===== config.mk =====
export PLATFORM = sky130hd
export DESIGN_NAME = gyro_mode_seq
export DESIGN_NICKNAME = d
export VERILOG_FILES = /design/src/pkg/gyro_seq_pkg.sv /design/src/rtl/gyro_mode_seq.sv
export SDC_FILE = /design/constraint.sdc
export NUM_CORES = 1
export LEC_CHECK = 0
export ABC_AREA = 1
export BUFFER_PORTS_ARGS = -buffer_cell sky130_fd_sc_hd__buf_4
export CORE_MARGIN = 4
export CORE_UTILIZATION = 55
export DETAILED_ROUTE_END_ITERATION = 8
export HOLD_SLACK_MARGIN = 0.05
export PLACE_DENSITY = 0.77
export SYNTH_ARGS = -nofsm -noshare
export SYNTH_HDL_FRONTEND = slang
export SYNTH_SLANG_ARGS = --single-unit

===== constraint.sdc =====
create_clock -name pclk -period 3.7 [get_ports pclk]
set_input_delay 0.185 -clock pclk [delete_from_list [all_inputs] [get_ports pclk]]
set_output_delay 0.185 -clock pclk [all_outputs]
set_load 0.005 [all_outputs]

===== src/pkg/gyro_seq_pkg.sv =====
// Function
// - status bit 7 flags integrity error, bit 6 flags start-up phase
// - status bit 5 flags operation outside operating conditions
// - status bit 4 flags overload; bits 0-2 name overloaded X, Y, Z
// - status bit 3 flags channel error; bits 0-2 name failing X, Y, Z
// - external reset input is active low, pulled inactive when unconnected; external_reset_low has no pull here
// - external reset restarts the controller into initialisation, no power cycle
// - initialisation entered on power-on, external reset, reset command, service exit
// - init settles references, syncs channels, sends part, serial, config datagrams
// - normal mode entered only after the three identification datagrams
// - in normal mode identification datagrams are resent on host request
// - after power-up measuring and transmitting start without host action
// - measurement datagrams keep flowing whatever the status byte reports
// - channels sampled at 1000 per second, output at chosen rate or trigger
package gyro_seq_pkg;

  // ----------------------------------------------------------------
  // timing
  // ----------------------------------------------------------------
  localparam int CLK_HZ = 25000000;
  localparam int SAMPLE_RATE_HZ = 1000;
  localparam int SAMPLE_CYC = CLK_HZ / SAMPLE_RATE_HZ;
  localparam int SETTLE_US = 1000;
  localparam int SETTLE_CYC = (CLK_HZ / 1000000) * SETTLE_US;

  // ----------------------------------------------------------------
  // register map (byte addresses) and reset values
  // ----------------------------------------------------------------
  localparam logic [7:0] ADDR_CTRL = 8'h00;
  localparam logic [7:0] ADDR_STATE = 8'h04;
  localparam logic [7:0] ADDR_IRQ_STAT = 8'h08;
  localparam logic [7:0] ADDR_IRQ_CLR = 8'h0C;
  localparam logic [7:0] ADDR_IRQ_EN = 8'h10;
  localparam logic [15:0] RST_OUT_DIV = 16'h0001;
  localparam int CTRL_TRIG_BIT = 16;
  localparam logic [2:0] RST_IRQ_EN = 3'h0;

  // ----------------------------------------------------------------
  // status byte and interrupt bit positions
  // ----------------------------------------------------------------
  localparam int ST_INTEG = 7;
  localparam int ST_START = 6;
  localparam int ST_OUTSIDE = 5;
  localparam int ST_OVLD = 4;
  localparam int ST_CHERR = 3;
  localparam int IRQ_INIT = 0;
  localparam int IRQ_NORMAL = 1;
  localparam int IRQ_FAULT = 2;

  // ----------------------------------------------------------------
  // types
  // ----------------------------------------------------------------
  typedef enum logic [2:0] {
    M_SETTLE = 3'h0,
    M_SYNC = 3'h1,
    M_ID_PART = 3'h3,
    M_ID_SERIAL = 3'h2,
    M_ID_CONFIG = 3'h6,
    M_NORMAL = 3'h7
  } mode_t;

  typedef enum logic [1:0] {
    DG_PART = 2'h0,
    DG_SERIAL = 2'h1,
    DG_CONFIG = 2'h2,
    DG_MEAS = 2'h3
  } dg_kind_t;

  typedef struct packed {
    logic integrity;
    logic outside;
    logic [2:0] overload;
    logic [2:0] chan_err;
  } fault_t;

  typedef struct packed {
    logic valid;
    dg_kind_t kind;
  } id_req_t;

  typedef struct packed {
    logic start;
    dg_kind_t kind;
    logic [7:0] status;
  } dg_req_t;

endpackage


===== src/rtl/gyro_mode_seq.sv =====
// Decided for this implementation: the placing of the registers and the APB register port.
`timescale 1ns/1ps
module gyro_mode_seq
  import gyro_seq_pkg::*;
#(
  parameter int SETTLE_CYCLES = gyro_seq_pkg::SETTLE_CYC,
  parameter int SAMPLE_CYCLES = gyro_seq_pkg::SAMPLE_CYC
)
(
  // clock and reset
  input wire logic pclk,
  input wire logic presetn,
  // apb slave
  input wire logic psel,
  input wire logic penable,
  input wire logic pwrite,
  input wire logic [7:0] paddr,
  input wire logic [31:0] pwdata,
  output logic [31:0] prdata,
  output logic pready,
  output logic pslverr,
  // host and link events
  input wire logic external_reset_low,
  input wire logic reset_cmd,
  input wire logic service_exit,
  input wire logic ext_trigger,
  input wire gyro_seq_pkg::id_req_t id_req,
  // diagnostics
  input wire gyro_seq_pkg::fault_t faults,
  // datagram transmitter
  output gyro_seq_pkg::dg_req_t dg_req,
  input wire logic tx_done,
  // channel control and status
  output logic chan_sync,
  output logic sample_tick,
  output gyro_seq_pkg::mode_t mode,
  output logic irq
);
  import gyro_seq_pkg::*;

  // ----------------------------------------------------------------
  // declarations
  // ----------------------------------------------------------------
  logic ctl_rst;
  logic [31:0] settle_cnt;
  logic [31:0] sample_cnt;
  logic [15:0] out_cnt;
  logic [15:0] out_div;
  logic trig_mode;
  logic busy;
  logic meas_due;
  logic [2:0] irq_stat;
  logic [2:0] irq_en;
  logic [2:0] irq_set;
  logic [7:0] status_byte;
  logic wr_en;
  logic wr_clr;
  logic ack_err;

  // controller reset: pin low, reset command or service exit
  assign ctl_rst = !external_reset_low || reset_cmd || service_exit;

  // ----------------------------------------------------------------
  // status byte composition
  // ----------------------------------------------------------------
  // channel bits merge both causes; bits 3 and 4 say which cause
  always_comb
  begin
    status_byte = 8'h00;
    status_byte[ST_INTEG] = faults.integrity;
    status_byte[ST_START] = (mode != M_NORMAL);
    status_byte[ST_OUTSIDE] = faults.outside;
    status_byte[ST_OVLD] = |faults.overload;
    status_byte[ST_CHERR] = |faults.chan_err;
    status_byte[2:0] = faults.overload | faults.chan_err;
  end

  // ----------------------------------------------------------------
  // mode sequencer
  // ----------------------------------------------------------------
  // power-on enters settle through presetn; no host action needed
  always_ff @(posedge pclk or negedge presetn)
  begin
    if (!presetn)
      mode <= M_SETTLE;
    else if (ctl_rst)
      mode <= M_SETTLE;
    else
    begin
      case (mode)
        M_SETTLE:
          if (settle_cnt >= 32'(SETTLE_CYCLES - 1))
            mode <= M_SYNC;
        M_SYNC: mode <= M_ID_PART;
        M_ID_PART:
          if (busy && tx_done)
            mode <= M_ID_SERIAL;
        M_ID_SERIAL:
          if (busy && tx_done)
            mode <= M_ID_CONFIG;
        M_ID_CONFIG:
          if (busy && tx_done)
            mode <= M_NORMAL;
        M_NORMAL: mode <= M_NORMAL;
        default: mode <= M_SETTLE;
      endcase
    end
  end

  // reference settle timer, runs only while settling
  always_ff @(posedge pclk or negedge presetn)
  begin
    if (!presetn)
      settle_cnt <= 32'h0;
    else if (ctl_rst || mode != M_SETTLE)
      settle_cnt <= 32'h0;
    else
      settle_cnt <= settle_cnt + 32'h1;
  end

  // one-cycle channel reset and resync pulse
  always_ff @(posedge pclk or negedge presetn)
  begin
    if (!presetn)
      chan_sync <= 1'b0;
    else
      chan_sync <= (mode == M_SETTLE) && !ctl_rst &&
        (settle_cnt >= 32'(SETTLE_CYCLES - 1));
  end

  // ----------------------------------------------------------------
  // internal sampling and output pacing
  // ----------------------------------------------------------------
  // 1000 per second tick; sampling starts only after the sync pulse
  always_ff @(posedge pclk or negedge presetn)
  begin
    if (!presetn)
    begin
      sample_cnt <= 32'h0;
      sample_tick <= 1'b0;
    end
    else if (ctl_rst || mode == M_SETTLE)
    begin
      sample_cnt <= 32'h0;
      sample_tick <= 1'b0;
    end
    else if (sample_cnt >= 32'(SAMPLE_CYCLES - 1))
    begin
      sample_cnt <= 32'h0;
      sample_tick <= 1'b1;
    end
    else
    begin
      sample_cnt <= sample_cnt + 32'h1;
      sample_tick <= 1'b0;
    end
  end

  // output due every out_div samples, or on trigger in trigger mode
  always_ff @(posedge pclk or negedge presetn)
  begin
    if (!presetn)
    begin
      out_cnt <= 16'h0000;
      meas_due <= 1'b0;
    end
    else if (ctl_rst || mode != M_NORMAL)
    begin
      out_cnt <= 16'h0000;
      meas_due <= 1'b0;
    end
    else
    begin
      if (trig_mode)
        out_cnt <= 16'h0000;
      else if (sample_tick && out_cnt >= out_div - 16'h1)
        out_cnt <= 16'h0000;
      else if (sample_tick)
        out_cnt <= out_cnt + 16'h1;
      // a due output waits while the transmitter is busy
      if (trig_mode ? ext_trigger :
          (sample_tick && out_cnt >= out_div - 16'h1))
        meas_due <= 1'b1;
      else if (dg_req.start && dg_req.kind == DG_MEAS)
        meas_due <= 1'b0;
    end
  end

  // ----------------------------------------------------------------
  // datagram launch
  // ----------------------------------------------------------------
  // identification requests beat measurements; only one in flight
  always_ff @(posedge pclk or negedge presetn)
  begin
    if (!presetn)
    begin
      dg_req <= '0;
      busy <= 1'b0;
    end
    else if (ctl_rst)
    begin
      dg_req <= '0;
      busy <= 1'b0;
    end
    else
    begin
      dg_req.start <= 1'b0;
      if (busy && tx_done)
        busy <= 1'b0;
      else if (!busy && !dg_req.start)
      begin
        case (mode)
          M_ID_PART, M_ID_SERIAL, M_ID_CONFIG:
          begin
            dg_req.start <= 1'b1;
            dg_req.kind <= (mode == M_ID_PART) ? DG_PART :
              (mode == M_ID_SERIAL) ? DG_SERIAL : DG_CONFIG;
            dg_req.status <= status_byte;
            busy <= 1'b1;
          end
          M_NORMAL:
            if (id_req.valid && id_req.kind != DG_MEAS)
            begin
              dg_req.start <= 1'b1;
              dg_req.kind <= id_req.kind;
              dg_req.status <= status_byte;
              busy <= 1'b1;
            end
            else if (meas_due)
            begin
              dg_req.start <= 1'b1;
              dg_req.kind <= DG_MEAS;
              dg_req.status <= status_byte;
              busy <= 1'b1;
            end
          default: busy <= 1'b0;
        endcase
      end
    end
  end

  // ----------------------------------------------------------------
  // apb slave: zero wait, unmapped answers pslverr
  // ----------------------------------------------------------------
  assign wr_en = psel && penable && pready && pwrite && !pslverr;
  assign wr_clr = wr_en && paddr == ADDR_IRQ_CLR;
  assign ack_err = !(paddr == ADDR_CTRL || paddr == ADDR_STATE ||
    paddr == ADDR_IRQ_STAT || paddr == ADDR_IRQ_CLR ||
    paddr == ADDR_IRQ_EN);

  // answer is prepared in setup and shown through the access cycle
  always_ff @(posedge pclk or negedge presetn)
  begin
    if (!presetn)
    begin
      pready <= 1'b0;
      pslverr <= 1'b0;
      prdata <= 32'h0;
    end
    else
    begin
      pready <= psel && !penable;
      pslverr <= psel && !penable && ack_err;
      prdata <= 32'h0;
      if (psel && !penable && !pwrite)
      begin
        case (paddr)
          ADDR_CTRL: prdata <= {15'h0, trig_mode, out_div};
          ADDR_STATE: prdata <= {21'h0, mode, status_byte};
          ADDR_IRQ_STAT: prdata <= {29'h0, irq_stat};
          ADDR_IRQ_EN: prdata <= {29'h0, irq_en};
          default: prdata <= 32'h0;
        endcase
      end
    end
  end

  // control register; a zero divider is held at one
  always_ff @(posedge pclk or negedge presetn)
  begin
    if (!presetn)
    begin
      out_div <= RST_OUT_DIV;
      trig_mode <= 1'b0;
    end
    else if (wr_en && paddr == ADDR_CTRL)
    begin
      out_div <= (pwdata[15:0] == 16'h0000) ? RST_OUT_DIV : pwdata[15:0];
      trig_mode <= pwdata[CTRL_TRIG_BIT];
    end
  end

  // ----------------------------------------------------------------
  // interrupts: sticky status, set beats clear
  // ----------------------------------------------------------------
  always_comb
  begin
    irq_set = 3'h0;
    irq_set[IRQ_INIT] = ctl_rst;
    irq_set[IRQ_NORMAL] = (mode == M_ID_CONFIG) && busy && tx_done &&
      !ctl_rst;
    irq_set[IRQ_FAULT] = dg_req.start && (|dg_req.status[7:3] &
      !dg_req.status[ST_START] | dg_req.status[ST_INTEG]);
  end

  always_ff @(posedge pclk or negedge presetn)
  begin
    if (!presetn)
    begin
      irq_stat <= 3'h0;
      irq_en <= RST_IRQ_EN;
      irq <= 1'b0;
    end
    else
    begin
      irq_stat <= (irq_stat & ~(wr_clr ? pwdata[2:0] : 3'h0)) | irq_set;
      if (wr_en && paddr == ADDR_IRQ_EN)
        irq_en <= pwdata[2:0];
      irq <= |(irq_stat & irq_en);
    end
  end

  // ----------------------------------------------------------------
  // assertions
  // ----------------------------------------------------------------
  property p_startup_flag;
    @(posedge pclk) disable iff (!presetn)
    dg_req.start |-> dg_req.status[ST_START] == ($past(mode) != M_NORMAL);
  endproperty
  a_startup_flag: assert property (p_startup_flag)
    else $error("start-up flag wrong in datagram");

  property p_integrity;
    @(posedge pclk) disable iff (!presetn)
    $rose(dg_req.start) |-> dg_req.status[ST_INTEG] ==
      $past(faults.integrity);
  endproperty
  a_integrity: assert property (p_integrity)
    else $error("integrity bit does not follow fault");

  property p_outside;
    @(posedge pclk) disable iff (!presetn)
    $rose(dg_req.start) |-> dg_req.status[ST_OUTSIDE] ==
      $past(faults.outside);
  endproperty
  a_outside: assert property (p_outside)
    else $error("outside-conditions bit does not follow fault");

  property p_overload;
    @(posedge pclk) disable iff (!presetn)
    $rose(dg_req.start) && $past(|faults.overload) |->
      dg_req.status[ST_OVLD] &&
      ((dg_req.status[2:0] & $past(faults.overload)) ==
      $past(faults.overload));
  endproperty
  a_overload: assert property (p_overload)
    else $error("overload channels not flagged");

  property p_chan_err;
    @(posedge pclk) disable iff (!presetn)
    $rose(dg_req.start) && $past(|faults.chan_err) |->
      dg_req.status[ST_CHERR] &&
      ((dg_req.status[2:0] & $past(faults.chan_err)) ==
      $past(faults.chan_err));
  endproperty
  a_chan_err: assert property (p_chan_err)
    else $error("error channels not flagged");

  property p_ext_reset;
    @(posedge pclk) disable iff (!presetn)
    !external_reset_low |=> mode == M_SETTLE && !busy;
  endproperty
  a_ext_reset: assert property (p_ext_reset)
    else $error("external reset did not restart init");

  property p_normal_entry;
    @(posedge pclk) disable iff (!presetn)
    mode == M_NORMAL && $past(mode) != M_NORMAL |->
      $past(mode) == M_ID_CONFIG && $past(tx_done);
  endproperty
  a_normal_entry: assert property (p_normal_entry)
    else $error("normal mode entered early");

  property p_sync_seq;
    @(posedge pclk) disable iff (!presetn)
    mode == M_SYNC && !ctl_rst |-> chan_sync ##1 mode == M_ID_PART
      ##1 (dg_req.start && dg_req.kind == DG_PART);
  endproperty
  a_sync_seq: assert property (p_sync_seq)
    else $error("sync and part datagram order broken");

  property p_id_resend;
    @(posedge pclk) disable iff (!presetn)
    mode == M_NORMAL && id_req.valid && id_req.kind != DG_MEAS &&
      !busy && !dg_req.start && !ctl_rst |=>
      dg_req.start && dg_req.kind == $past(id_req.kind);
  endproperty
  a_id_resend: assert property (p_id_resend)
    else $error("identification request not served");

  property p_tick_gap;
    @(posedge pclk) disable iff (!presetn)
    sample_tick |=> !sample_tick [*8];
  endproperty
  a_tick_gap: assert property (p_tick_gap)
    else $error("sample ticks too close");

endmodule // gyro_mode_seq


Word-level counts from Yosys, hierarchy flattened --
Cells that the tools add are included. W data, S select, Z words.
Storage, ports and cells: register bits after elaboration 156, latch bits 0, memory bits (writable) 0, ROM bits 0, bits of input ports 61, output and inout bits 51, logic and storage cells 145, memories kept 0
Cells by class: add/subtract/negate cells 4, multiply operators 0, divide/modulo/power cells 0, magnitude comparators 3, equal/unequal tests 19, shift-type cells 0, mux-type cells 37, bitwise operators 7, reductions and logical operators 56
Operators by type and width (count):
- $mux W32 | 3
- $mux W16 | 5
- $pmux W17 S4 | 1
- $add A32 B1 Y32 const B | 2
- $ge A32 B15 Y1 const B | 2
- $mux W11 | 5
- $pmux W11 S2 | 1
- $logic_and A1 B1 Y1 | 21
- $mux W3 | 6
- $pmux W3 S6 | 1
- $mux W17 | 1
- $add A16 B1 Y16 const B | 1
- $eq A8 B4 Y1 const B | 2
- $ge A16 B16 Y1 | 1
- $logic_not A16 Y1 | 1
- $sub A16 B1 Y16 const B | 1
- $ne A3 B3 Y1 const B | 5
- $reduce_bool A3 Y1 | 4
- $reduce_or A3 Y1 | 4
- $mux W1 | 11
- $logic_not A1 Y1 | 9
- $logic_or A1 B1 Y1 | 9
- $eq A8 B3 Y1 const B | 1
- $eq A8 B5 Y1 const B | 1
- 21 further kinds | 28

Longest topological paths before layout --
Gate-level depths: netlist of run 1.
depth in word-level cells 9, depth in mapped cells 19, depth with buffers taken out 18

Worst setup path after synthesis of run 1 --
Ideal clock, no wire load.
kind reg-to-reg, start point register out_div[0], end point register out_cnt[0], setup time 65 ps, arrival time 2552 ps, slack 1083 ps, stages on the path, launching flop included 18, path buffers 1, clock period less this slack 2617 ps, path through dfstp_2 inv_1 ha_1 nand4_1 or2_2 nor2_1 nand2_1 xor2_1 inv_1 ha_1 nand4_1 a21oi_1 nor2_1 nand2_1 inv_1 clkbuf_1 nand3_1 nand2_1
On the way: longest elaborated chain between the ends 6, elaborated cells between the ends (all ways) 7
RTL lines:
- start: declaration | line gyro_mode_seq.sv:48 | logic [15:0] out_div;
- start signal: assignment | line gyro_mode_seq.sv:288 | out_div <= (pwdata[15:0] == 16'h0000) ? RST_OUT_DIV : pwdata[15:0];
- $sub A16 B1 Y16 * | line gyro_mode_seq.sv:176 | else if (sample_tick && out_cnt >= out_div - 16'h1)
- $ge A16 B16 Y1 * | line gyro_mode_seq.sv:176
- $logic_and A1 B1 Y1 * | line gyro_mode_seq.sv:176
- $mux W16 | line gyro_mode_seq.sv:176
- $mux W16 | line gyro_mode_seq.sv:174 | if (trig_mode)
- $mux W16 | line gyro_mode_seq.sv:167 | else if (ctl_rst || mode != M_NORMAL)
- end signal: assignment | line gyro_mode_seq.sv:179 | out_cnt <= out_cnt + 16'h1;
- end: declaration | line gyro_mode_seq.sv:47 | logic [15:0] out_cnt;
Mark *: on every way between the ends. The rest lies on a longest branch, timed or not. A chain may end at the register's enable or synchronous reset.

Worst setup path in the final report of run 1 --
start point register out_div[0], end point register out_cnt[15]
The elaborated chain is that of the path after synthesis.

==> results of run 1 <==
## sequential cells by signal, indices dropped and copies added (netlist names)
name         count
out_cnt         16
meas_due         1
sample_tick      1
prdata          17
mode             3
pslverr          1
trig_mode        1
dg_req          11
irq_stat         3
irq_en           3
sample_cnt      32
busy             1
settle_cnt      32
out_div         16
chan_sync        1
pready           1
irq              1
## timing repair
item	4_1_cts	5_1_grt
hold buffers	16	0
endpoints found under the hold margin	112	0
gates resized for setup	0	0
## synthesized netlist by cell type (all sizes together) (2+ instances only)
library cell	n	area (um^2)
nand4	28	175.2
nor3	42	235.2
a21oi	16	95.10
buf	23	161.4
o21ai	43	215.2
o31ai	7	52.55
clkbuf	3	11.26
nor4	4	40.04
inv	117	439.2
o22ai	4	25.02
nand3	43	225.2
ha	20	250.2
nand3b	9	67.56
nor2	160	635.6
nor3b	5	37.54
nand2	229	867.1
o21bai	3	22.52
dfrtp	140	3503
xnor2	8	70.07
and3	2	12.51
xor2	37	324.1
a22oi	5	37.54
## routing by layer
layer	global-route usage [%]	up-vias	part of all wire (%)
met4	6.888	0	2.1
met3	5.757	42	5.5
li1	-	3273	-
met1	30.11	3142	43
met2	40.50	191	49
met5	0	-	0
## cells by family (layout without fill, tap and decap cells)
kind of cell / count (synthesis) / in the layout
other: 1 / 32
flip-flops: 141 / 141
AND/OR/NAND/NOR: 523 / 523
XOR/XNOR: 45 / 45
buffers and inverters: 143 / 249
adder cells (fa/ha/maj): 20 / 20
AO/OA/AOI/OAI: 84 / 84
## tightest hold or removal path, delay by kind of cell
kind / cells / cell delay [ns]
compound gates: 1 / 0.13
buf+inv: 2 / 0.13
## power by group
| part | switching, mW | total (mW) | internal, mW | leakage [nW] |
|---|---|---|---|---|
| clock | 0.662 | 1.74 | 1.08 | 0.286 |
| sequential | 0.00739 | 1.56 | 1.56 | 1.87 |
| combinational | 0.0907 | 0.149 | 0.0587 | 2.19 |
| total | 0.760 | 3.45 | 2.69 | 4.34 |
## how the worst min path moves through the flow
stage	end	slack, ns	depth (start not counted)
floorplan	busy$_DFFE_PN0P_	-0.11	0
global placement	out_cnt[4]$_DFFE_PN0P_	0.35	1
detailed placement	out_cnt[4]$_DFFE_PN0P_	0.36	1
CTS	out_div[6]$_DFFE_PN0P_	0.05	3
global route	out_div[6]$_DFFE_PN0P_	0.06	3
finish	out_div[6]$_DFFE_PN0P_	0.06	3
## layout make-up
class	count	area, um^2	area share, %
multi-input cells	704	3562	38.91
flip-flops and latches	141	3530	38.56
repair buffers	100	794.5	8.680
clock buffers	19	442.9	4.839
inverters	117	439.2	4.798
well taps	176	220.2	2.406
clock inverters	13	165.2	1.804
## metrics by stage
stage	instance area, um^2	worst slack (ns)	util, %
detailed placement	8386	0.6494	62.58
global placement	8386	0.7702	62.58
finish	9154	0.4961	68.31
CTS	9154	0.5513	68.31
floorplan	7704	1.083	-
global route	9154	0.2766	68.31
==> summary.txt, run 1 <==
Global route
  – Initial antenna violation count: 0
  – Total Routing Usage GR: 23.72%
  – First-pass GRT wire length: 30.53 mm
  – Largest net degree at the start of global routing: approximately 100
  – Total grt overflow: 0
  – Number of global-route vias before repair: 6477

Clock tree
  – CTS root buffer: clkbuf_16
  – # Post-CTS Setup Buffers: 0
  – Worst skew pair latency: approximately 0.42 ns
  – Clock Path Buffers: 2
  – Clock sinks: roughly 140
  – Clock buffer count from CTS: 17
  – H-tree depth: 4
  – CTS tree: done
  – Clk slew on worst S/H paths: 0.06 ns

Power
  – Final Power: 3.453 mW
  – Peak VDD IR: between 300 and 400 uV
  – Lkg Pwr: ~4.3 nW
  – Power density cells: about 380 nW/um^2

Critical path
  – Worst Setup End Kind: flip-flop
  – Register-to-Register Path Depth: 16
  – R2R setup slack: just under 0.5 ns
  – RR Endpoint: out_cnt[15]$_DFFE_PN0P_
  – Worst setup path startpoint: out_div[0]$_DFFE_PN1P_
  – Critical path buffer and inverter count: 3
  – Critical path class: reg2reg
  – Crit Reg-Reg Startpoint: out_div[0]$_DFFE_PN1P_
  – Worst setup endpoint: out_cnt[15]$_DFFE_PN0P_
  – Max FO, Critical Path: 15
  – Critical Path RT: ~4.1 ns
  – WP depth: 16
  – Slowest-stage cell, CP: inv_1
  – CP Data Arrival Time: approximately 3.6 ns
  – Nature of the critical path startpoint: flip-flop
  – Worst-path cell chain: inv_1 > ha_1 > nand4_1 > or2_2 > nor2_1 > nand2_1 > xor2_1 > inv_1 > ha_1 > nand4_1 > a21oi_1 > nor2_1 > nand2_1 > inv_1 > nand3_1 > nand2_1
  – Worst path max stage delay: 0.39 ns
  – Top Family by Delay on Critical Path: simple AND/OR/NAND/NOR gates

Final layout
  – Most common cell after layout, fill and taps aside: nand2_1
  – Nets: between 1000 and 1500
  – Layout cell share with drive strength beyond 1: a little over an eighth
  – Final Non-Filler Cells: 1270
  – Layout area overhead: 20.65%
  – Fill cells: approximately 1100
  – Ant diodes: 0
  – Most frequent cells in the layout: nand2_1, nor2_1, dfrtp_1

Synthesis
  – Warnings from Yosys: 0
  – Number of distinct library cells after synthesis: between 40 and 50
  – Largest family of logic cells by synthesized area: simple AND/OR/NAND/NOR gates
  – Post-Synthesis Cells: 957
  – Avg Inst Size Synth: a little under 8 um^2
  – Synth Flop Type: dfrtp_1
  – Adder-Cell Fraction of Synth Area: 3.298%
  – #FFs+latches synth: roughly 140
  – Synth Cell Area: 7587 um^2
  – Mux cell area share after synthesis: 0%
  – XOR/XNOR Fraction of Synth Area: around 5.2%
  – Post-synth EDFFs: 0
  – Post-synthesis compound-gate area fraction: ~6.5%
  – Ys async rst share: 100.0%
  – Sequential area share after synthesis: 46.52%
  – Simple-gate share of the synthesized area: between 30% and 40%

Placement
  – Gpl congestion: approximately 0.94
  – Port bufs: 81
  – Post-DP HPWL: approximately 13 mm
  – Placed Cells: roughly 1200

STA
  – Final hold violations: 0
  – Final period utilization: between 80 and 90%
  – Final setup TNS: 0 ns
  – RSZ-0062 raised after global routing: false
  – Slew headroom: between 30 and 40%
  – Worst-margin pin slew: slightly below 1 ns
  – Min Tclk post-route: 3.204 ns
  – Fmax: between 0.3 and 0.4 GHz
  – Final clock skew: 0.008857 ns
  – Hold slack: between 0.05 and 0.06 ns
  – Slew Limit Fails: 0
  – Final setup vio count: 0

Route
  – Via/cell ratio: 5.235
  – DRC: 0
  – First drt pass iteration count: 7
  – Initial drt markers: 506
  – Post-route ant nets: 0
  – Via count: around 6600
  – Wire per inst: 14.32 um
  – Routed WL: between 15 and 20 mm

Hold path
  – Type of the worst min-delay path: in2reg
  – Hold Crit Start: pwdata[6]

Die
  – Num ports: around 110
  – Row count: 42
  – Core Area: 13400 um^2
  – Die height: between 100 and 150 um
  – Die area: between 15000 and 20000 um^2
  – Initial core utilization: between 50% and 60%
  – Die X: 125.5 um

Run
  – MaxCap Viol Count: 0

Run status
  – Outcome: finished clean
No activity file was read; power rests on OpenSTA's default activity.
==> inputs of run 2 (changes only) <==
--- a/config.mk
+++ b/config.mk
@@ -12,6 +12,7 @@
 export DETAILED_ROUTE_END_ITERATION = 8
 export HOLD_SLACK_MARGIN = 0.05
 export PLACE_DENSITY = 0.77
+export REMOVE_ABC_BUFFERS = 1
 export SYNTH_ARGS = -nofsm -noshare
 export SYNTH_HDL_FRONTEND = slang
 export SYNTH_SLANG_ARGS = --single-unit
==> run 2 against run 1 <==
- critical path type unchanged
- final area is 0.40% higher
- global-route usage is 0.069 points higher
- count of clock-buffer cells in the layout is 4 higher
==> summary.txt, run 2 (synthesis results as in run 1) <==
Critical path
  – CP Data Arrival Time: 3.44 ns (was 3.55 ns)
  – WP depth: 14 (was 16)
  – Max FO, Critical Path: 15 (unchanged)
  – Register-to-Register Path Depth: 14 (was 16)
  – Worst Setup End Kind: flip-flop (unchanged)
  – Worst-path cell chain: nor2_1 > nand2_1 > nor3_1 > nand2_1 > nor3_1 > xor2_1 > ha_1 > a21oi_1 > o21ai_0 > nor2_1 > nand2_1 > inv_1 > nand3b_1 > nand2_1 (was inv_1 > ha_1 > nand4_1 > or2_2 > nor2_1 > nand2_1 > xor2_1 > inv_1 > ha_1 > nand4_1 > a21oi_1 > nor2_1 > nand2_1 > inv_1 > nand3_1 > nand2_1)
  – Most used cell along the critical path: nand2_1
  – Critical path class: reg2reg (unchanged)
  – Nature of the critical path startpoint: flip-flop (unchanged)
  – Critical path buffer and inverter count: 1 (was 3)
  – Slowest-stage cell, CP: dfrtp_1 (was inv_1)
  – Critical Path RT: 4.06 ns (was 4.05 ns)
  – Worst path max stage delay: 0.43 ns (was 0.39 ns)
  – Top Family by Delay on Critical Path: simple AND/OR/NAND/NOR gates (unchanged)

STA
  – Final hold violations: 0 (unchanged)
  – Final clock skew: 0.007122 ns (was 0.008857 ns)
  – Min Tclk post-route: 3.086 ns (was 3.204 ns)
  – RSZ-0062 raised after global routing: false (unchanged)
  – Final setup vio count: 0 (unchanged)
  – Hold slack: 0.06532 ns (was 0.05896 ns)
  – Fmax: 0.3241 GHz (was 0.3121 GHz)
  – Slew Limit Fails: 0 (unchanged)
  – Final setup TNS: 0 ns (unchanged)
  – Worst-margin pin slew: 0.8688 ns (was 0.9885 ns)
  – Slew headroom: 41.65% (was 33.60%)
  – Final period utilization: 83.40% (was 86.59%)

Global route
  – Total Routing Usage GR: 23.79% (was 23.72%)
  – Initial antenna violation count: 0 (unchanged)
  – First-pass GRT wire length: 30.82 mm (was 30.53 mm)
  – Total grt overflow: 0 (unchanged)
  – Number of global-route vias before repair: 6432 (was 6477)
  – Largest net degree at the start of global routing: 90 (was 101)

Run
  – MaxCap Viol Count: 0 (unchanged)

Clock tree
  – Clk slew on worst S/H paths: 0.06 ns (about the same)
  – Clock sinks: 141 (unchanged)
  – Clock Path Buffers: 2 (unchanged)
  – Clock buffer count from CTS: 17 (unchanged)
  – CTS root buffer: clkbuf_16 (unchanged)
  – CTS tree: done (unchanged)
  – H-tree depth: 4 (unchanged)
  – Worst skew pair latency: 0.42 ns (about the same)

Die
  – Initial core utilization: 56.62% (unchanged)
  – Die area: 15740 um^2 (unchanged)
  – Num ports: 112 (unchanged)
  – Core Area: 13400 um^2 (unchanged)
  – Die X: 125.5 um (unchanged)
  – Row count: 42 (unchanged)
  – Die height: 125.5 um (unchanged)

Power
  – Peak VDD IR: 268.6 uV (was 334.1 uV)
  – Lkg Pwr: 4.370 nW (was 4.344 nW)
  – Power density cells: 378.0 nW/um^2 (was 377.3 nW/um^2)

Route
  – Post-route ant nets: 0 (unchanged)
  – DRC: 0 (unchanged)
  – Via/cell ratio: 5.210 (was 5.235)
  – Routed WL: 18.07 mm (was 18.19 mm)
  – Initial drt markers: 454 (was 506)
  – First drt pass iteration count: 5 (was 7)
  – Via count: 6611 (was 6648)
  – Wire per inst: 14.24 um (was 14.32 um)

Placement
  – Post-DP HPWL: 13.15 mm (was 13.06 mm)
  – Gpl congestion: 0.9080 (was 0.9378)
  – Placed Cells: 1222 (unchanged)
  – Dpl cell area: 8386 um^2 (unchanged)
  – Port bufs: 81 (unchanged)

Final layout
  – Final Non-Filler Cells: 1269 (was 1270)
  – Area occupied by multi-input gates: 3562 um^2 (unchanged)
  – Ant diodes: 0 (unchanged)
  – Largest regs: sample_cnt (32), settle_cnt (32), prdata (17) (unchanged)
  – Layout cell share with drive strength beyond 1: 12.90% (was 13.16%)
  – Cell area after layout: 9190 um^2 (was 9154 um^2)
  – Fill cells: 1106 (was 1082)
  – Storage element area: 3530 um^2 (unchanged)
  – Nets: 1165 (was 1162)
  – Most frequent cells in the layout: nand2_1, nor2_1, dfrtp_1 (unchanged)
  – Most common cell after layout, fill and taps aside: nand2_1 (unchanged)
  – Layout area overhead: 21.12% (was 20.65%)

Hold path
  – Hold Crit Depth: 4 (was 3)
  – Type of the worst min-delay path: in2reg (unchanged)

Run status
  – Outcome: finished clean (unchanged)
run 2: cell count changes in the layout (fill, tap and decap cells not counted):
cell | before | now
clkinvlp_4 | 4 | 1
clkbuf_1 | 1 | 0
inv_6 | 1 | 0
dlygate4sd3_1 | 16 | 19
clkinv_4 | 3 | 1
clkinv_2 | 2 | 0
clkbuf_8 | 1 | 6
run 2: area by class of cell:
cell class / instances / share of cell area (%)
timing repair buffer: 103 / 8.972
sequential: 141 / 38.41
clock buffer: 23 / 5.528
inverter: 117 / 4.779
clock inverter: 5 / 1.157
tap: 176 / 2.396
multi-input combinational: 704 / 38.76
run 2: routing by layer:
| metal | vias up | GRT usage [%] | part of all wire [%] |
|---|---|---|---|
| met1 | 3065 | 30.63 | 43 |
| met4 | 0 | 8.801 | 2.4 |
| met3 | 40 | 4.776 | 5.1 |
| met5 | - | 0 | 0 |
| met2 | 217 | 39.90 | 49 |
| li1 | 3289 | - | - |
run 2: what timing repair did:
action	CTS	global route
resized for setup	0	0
hold buffers	19	0
hold endpoints to repair	105	0
buffers inserted	0	0
run 2: path summary, 6_finish.rpt:
kind | from | endpoint | slack, ns
setup / recovery | out_div[2]$_DFFE_PN0P_ | out_cnt[8]$_DFFE_PN0P_ | 0.61
hold / removal | pwrite | prdata[11]$_DFF_PN0_ | 0.07
setup reg to reg | out_div[2]$_DFFE_PN0P_ | out_cnt[8]$_DFFE_PN0P_ | 0.61
hold reg to reg | sample_cnt[0]$_DFF_PN0_ | sample_cnt[0]$_DFF_PN0_ | 0.46
max in group asynchronous | presetn | prdata[16]$_DFF_PN0_ | 2.44
min in group asynchronous | presetn | prdata[11]$_DFF_PN0_ | 0.40
run 2: power breakdown:
part / internal, mW / total, mW / switching, mW
Sequential: 1.56 / 1.56 / 0.00722
Combinational: 0.0606 / 0.150 / 0.0891
Clock: 1.15 / 1.76 / 0.608
run 2: worst reg2reg max path, delay by kind of cell, from the launching register on:
kind                       cells  cell delay (ns)
adders and majority gates      1             0.27
buffers and inverters          1             0.39
DFF                            1             0.43
AOI/OAI and AO/OA              2             0.27
and+or+nand+nor                9             1.49
xor gates and xnor gates       1             0.18
run 2: through the flow:
| step | utilization, % | total power, mW | setup WS (ns) |
|---|---|---|---|
| detailed placement | 62.58 | 1.724 | 0.6544 |
| floorplan | - | 1.631 | 1.216 |
| finish | 68.58 | 3.474 | 0.6142 |
| global placement | 62.58 | 1.723 | 0.7813 |
| CTS | 68.58 | 3.496 | 0.6241 |
| global route | 68.58 | 3.588 | 0.3507 |
==> inputs of run 3 (changes only) <==
--- a/config.mk
+++ b/config.mk
@@ -5,13 +5,13 @@
 export SDC_FILE = /design/constraint.sdc
 export NUM_CORES = 1
 export LEC_CHECK = 0
-export ABC_AREA = 1
+export ABC_AREA = 0
 export BUFFER_PORTS_ARGS = -buffer_cell sky130_fd_sc_hd__buf_4
 export CORE_MARGIN = 4
-export CORE_UTILIZATION = 55
+export CORE_UTILIZATION = 51
 export DETAILED_ROUTE_END_ITERATION = 8
 export HOLD_SLACK_MARGIN = 0.05
-export PLACE_DENSITY = 0.77
+export PLACE_DENSITY = 0.76
 export REMOVE_ABC_BUFFERS = 1
 export SYNTH_ARGS = -nofsm -noshare
 export SYNTH_HDL_FRONTEND = slang
==> constraint.sdc (replaced) <==
create_clock -name pclk -period 2.8 [get_ports pclk]
set_input_delay 0.14 -clock pclk [delete_from_list [all_inputs] [get_ports pclk]]
set_output_delay 0.14 -clock pclk [all_outputs]
set_load 0.005 [all_outputs]
==> run 3 against run 2 <==
- the flow now finishes with violations (negative setup slack)
- die area fell by 2.6%
- sequential cell count unchanged
- via count shrank 9.8%
- first-iteration DRC count increased by 22%
- non-clock buffer count increased by 67
- register-to-register slack worse by 1.3 ns
- clock skew down 0.0012 ns
- global-route usage rose by 0.34 points
- final area shrank 0.26%
- highest routed layer unchanged
==> summary.txt, run 3 <==
Run status
  – Outcome: finished with violations (was finished clean)
  – Failing checks: negative setup slack

Synthesis
  – Sequential area share after synthesis: 51.58% (was 46.52%)
  – Avg Inst Size Synth: 10.12 um^2 (was 7.928 um^2)
  – Synth Flop Type: dfrtp_1 (unchanged)
  – Area contributors post-synth: dfrtp_1, nor2_1, xor2_1 (was dfrtp_1, nand2_1, nor2_1)
  – Top-count cell post-synth: dfrtp_1 (was nand2_1)
  – Ys async rst share: 100.0% (unchanged)
  – Synth Cell Area: 6843 um^2 (was 7587 um^2)
  – Top cell type by total area after synthesis: dfrtp_1 (unchanged)
  – Post-synth EDFFs: 0 (unchanged)
  – Post-Synthesis Cells: 676 (was 957)
  – Warnings from Yosys: 0 (unchanged)
  – Number of distinct library cells after synthesis: 59 (was 43)
  – Synth cell count leaders: dfrtp_1, nor2_1, nand2_1 (was nand2_1, nor2_1, dfrtp_1)
  – #FFs+latches synth: 141 (unchanged)
  – Top cell type's share of synthesized area: 51.20% (was 46.17%)

Critical path
  – CP Data Arrival Time: 3.88 ns (was 3.44 ns)
  – Critical path class: reg2reg (unchanged)
  – Worst-path cell chain: nor4_2 > nand2_1 > or4_4 > nor4_4 > xnor2_1 > ha_1 > nand4_1 > or3_4 > a2111oi_4 > buf_4 > nor3_1 > or3_1 > a21oi_2 (was nor2_1 > nand2_1 > nor3_1 > nand2_1 > nor3_1 > xor2_1 > ha_1 > a21oi_1 > o21ai_0 > nor2_1 > nand2_1 > inv_1 > nand3b_1 > nand2_1)
  – Slowest-stage cell, CP: or4_4 (was dfrtp_1)
  – Critical Path RT: 3.16 ns (was 4.06 ns)
  – Max FO, Critical Path: 2 (was 15)
  – Top Family by Delay on Critical Path: simple AND/OR/NAND/NOR gates (unchanged)
  – Critical path buffer and inverter count: 1 (unchanged)
  – Nature of the critical path startpoint: flip-flop (unchanged)
  – Worst Setup End Kind: flip-flop (unchanged)
  – Worst path max stage delay: 0.53 ns (was 0.43 ns)

Clock tree
  – H-tree depth: 4 (unchanged)
  – Clock sinks: 141 (unchanged)
  – Clock buffer count from CTS: 17 (unchanged)
  – CTS tree: done (unchanged)
  – Worst skew pair latency: 0.42 ns (about the same)
  – CTS root buffer: clkbuf_16 (unchanged)
  – Clk slew on worst S/H paths: 0.06 ns (about the same)
  – Clock Path Buffers: 2 (unchanged)

STA
  – Slew Limit Fails: 0 (unchanged)
  – RSZ-0062 raised after global routing: true (was false)
  – Final hold violations: 0 (unchanged)
  – Min Tclk post-route: 3.523 ns (was 3.086 ns)
  – Slew headroom: 30.02% (was 41.65%)
  – Final period utilization: 125.8% (was 83.40%)
  – Worst-margin pin slew: 1.042 ns (was 0.8688 ns)
  – Final clock skew: 0.005887 ns (was 0.007122 ns)
  – Final setup vio count: 17 (was 0)
  – Final WS setup: -0.7232 ns (was 0.6142 ns)
  – Fmax: 0.2838 GHz (was 0.3241 GHz)

Final layout
  – Largest regs: sample_cnt (32), settle_cnt (32), prdata (17) (unchanged)
  – Final Non-Filler Cells: 1053 (was 1269)
  – Most common cell after layout, fill and taps aside: dfrtp_1 (was nand2_1)
  – Most frequent cells in the layout: dfrtp_1, buf_4, nor2_1 (was nand2_1, nor2_1, dfrtp_1)
  – Ant diodes: 0 (unchanged)
  – Nets: 947 (was 1165)
  – Layout area overhead: 33.95% (was 21.12%)
  – Layout cell share with drive strength beyond 1: 23.26% (was 12.90%)

Route
  – Via count: 5966 (was 6611)
  – Wire per inst: 17.14 um (was 14.24 um)
  – Initial drt markers: 556 (was 454)
  – Routed WL: 18.05 mm (was 18.07 mm)
  – First drt pass iteration count: 5 (unchanged)
  – DRC: 0 (unchanged)
  – Post-route ant nets: 0 (unchanged)
  – Via/cell ratio: 5.666 (was 5.210)

Die
  – Row count: 42 (unchanged)
  – Die area: 15330 um^2 (was 15740 um^2)
  – Initial core utilization: 51.88% (was 56.62%)
  – Die X: 123.8 um (was 125.5 um)
  – Core Area: 13190 um^2 (was 13400 um^2)
  – Num ports: 112 (unchanged)
  – Die height: 123.8 um (was 125.5 um)

Run
  – MaxCap Viol Count: 0 (unchanged)

Global route
  – Total grt overflow: 0 (unchanged)
  – Largest net degree at the start of global routing: 79 (was 90)
  – Number of global-route vias before repair: 5923 (was 6432)
  – Initial antenna violation count: 0 (unchanged)
  – Total Routing Usage GR: 24.13% (was 23.79%)
  – First-pass GRT wire length: 28.75 mm (was 30.82 mm)

Power
  – Power density cells: 498.4 nW/um^2 (was 378.0 nW/um^2)
  – Final Power: 4.568 mW (was 3.474 mW)
  – Peak VDD IR: 407.0 uV (was 268.6 uV)
  – Lkg Pwr: 4.141 nW (was 4.370 nW)

Placement
  – Gpl congestion: 0.9146 (was 0.9080)
  – Placed Cells: 977 (was 1222)
  – Port bufs: 81 (unchanged)
  – Post-DP HPWL: 11.91 mm (was 13.15 mm)

Hold path
  – Type of the worst min-delay path: in2reg (unchanged)
[run 3: worst register-to-register path: stages (launching register included)]
cell and delay (ns):
dfrtp_1 0.39, nor4_2 0.30, nand2_1 0.14, or4_4 0.53, nor4_4 0.18, xnor2_1 0.10
ha_1 0.32, nand4_1 0.12, or3_4 0.38, a2111oi_4 0.24, buf_4 0.18, nor3_1 0.05
or3_1 0.37, a21oi_2 0.14
[run 3: layout make-up]
type	instances	area (um^2)
multi-input cells	520	3352
clock buffers	20	456.7
repair buffers	170	1408
well taps	176	220.2
flip-flops and latches	141	3530
clock inverters	10	140.1
fillers	960	4024
inverters	16	60.06
[run 3: cells by family after synthesis]
logic type	count (synthesis)	synth area share [%]
other	1	0.05480
muxes	10	1.627
buffers and inverters	48	3.657
adders and majority gates	21	3.803
DFF	141	51.58
xor gates and xnor gates	53	6.784
and+or+nand+nor	282	20.94
AOI/OAI and AO/OA	120	11.56
[run 3: worst paths after layout]
path,startpoint,endpoint,slack [ns],cells after the start
max in group asynchronous,presetn,out_div[0]$_DFFE_PN1P_,1.71,3
min reg2reg,dg_req[0]$_DFFE_PN0P_,dg_req[0]$_DFFE_PN0P_,0.48,2
max reg2reg,out_div[5]$_DFFE_PN0P_,meas_due$_DFFE_PN0P_,-0.72,13
min in group asynchronous,presetn,out_cnt[1]$_DFFE_PN0P_,0.30,2
max,out_div[5]$_DFFE_PN0P_,meas_due$_DFFE_PN0P_,-0.72,13
min,ext_trigger,meas_due$_DFFE_PN0P_,0.08,3
[run 3: metrics by stage]
| stage | hold WS, ns | instance area [um^2] | setup slack (ns) | utilization (%) | setup TNS (ns) |
|---|---|---|---|---|---|
| CTS | 0.07087 | 9110 | -0.7081 | 69.07 | -10.56 |
| detailed placement | 0.2108 | 7958 | -1.379 | 60.33 | -20.66 |
| global route | 0.08645 | 9166 | -0.9061 | 69.49 | -13.50 |
| finish | 0.07531 | 9166 | -0.7232 | 69.49 | -10.51 |
| floorplan | -0.1556 | 6769 | -0.9227 | - | -16.13 |
| global placement | 0.1999 | 7958 | -1.248 | 60.33 | -18.94 |
[run 3: what timing repair did]
action	4_1_cts	5_1_grt
hold buffers	35	0
setup endpoints to repair	17	17
gates cloned	2	0
gates resized for setup	27	8
hold endpoints to repair	111	0
buffers inserted	8	2
pin swaps	18	5
[run 3: routing by layer]
layer  global-route usage (%)  routed length [um]
met4                    9.827                 327
met5                        0                   0
met3                    4.950                1080
met2                    41.20                9258
met1                    29.93                7384
[run 3: where the power goes]
part	total (mW)	leakage [nW]	switching (mW)	internal [mW]
logic	0.224	1.94	0.118	0.106
registers	2.06	1.92	0.00640	2.05
clock network	2.28	0.284	0.846	1.44
total	4.57	4.14	0.971	3.60
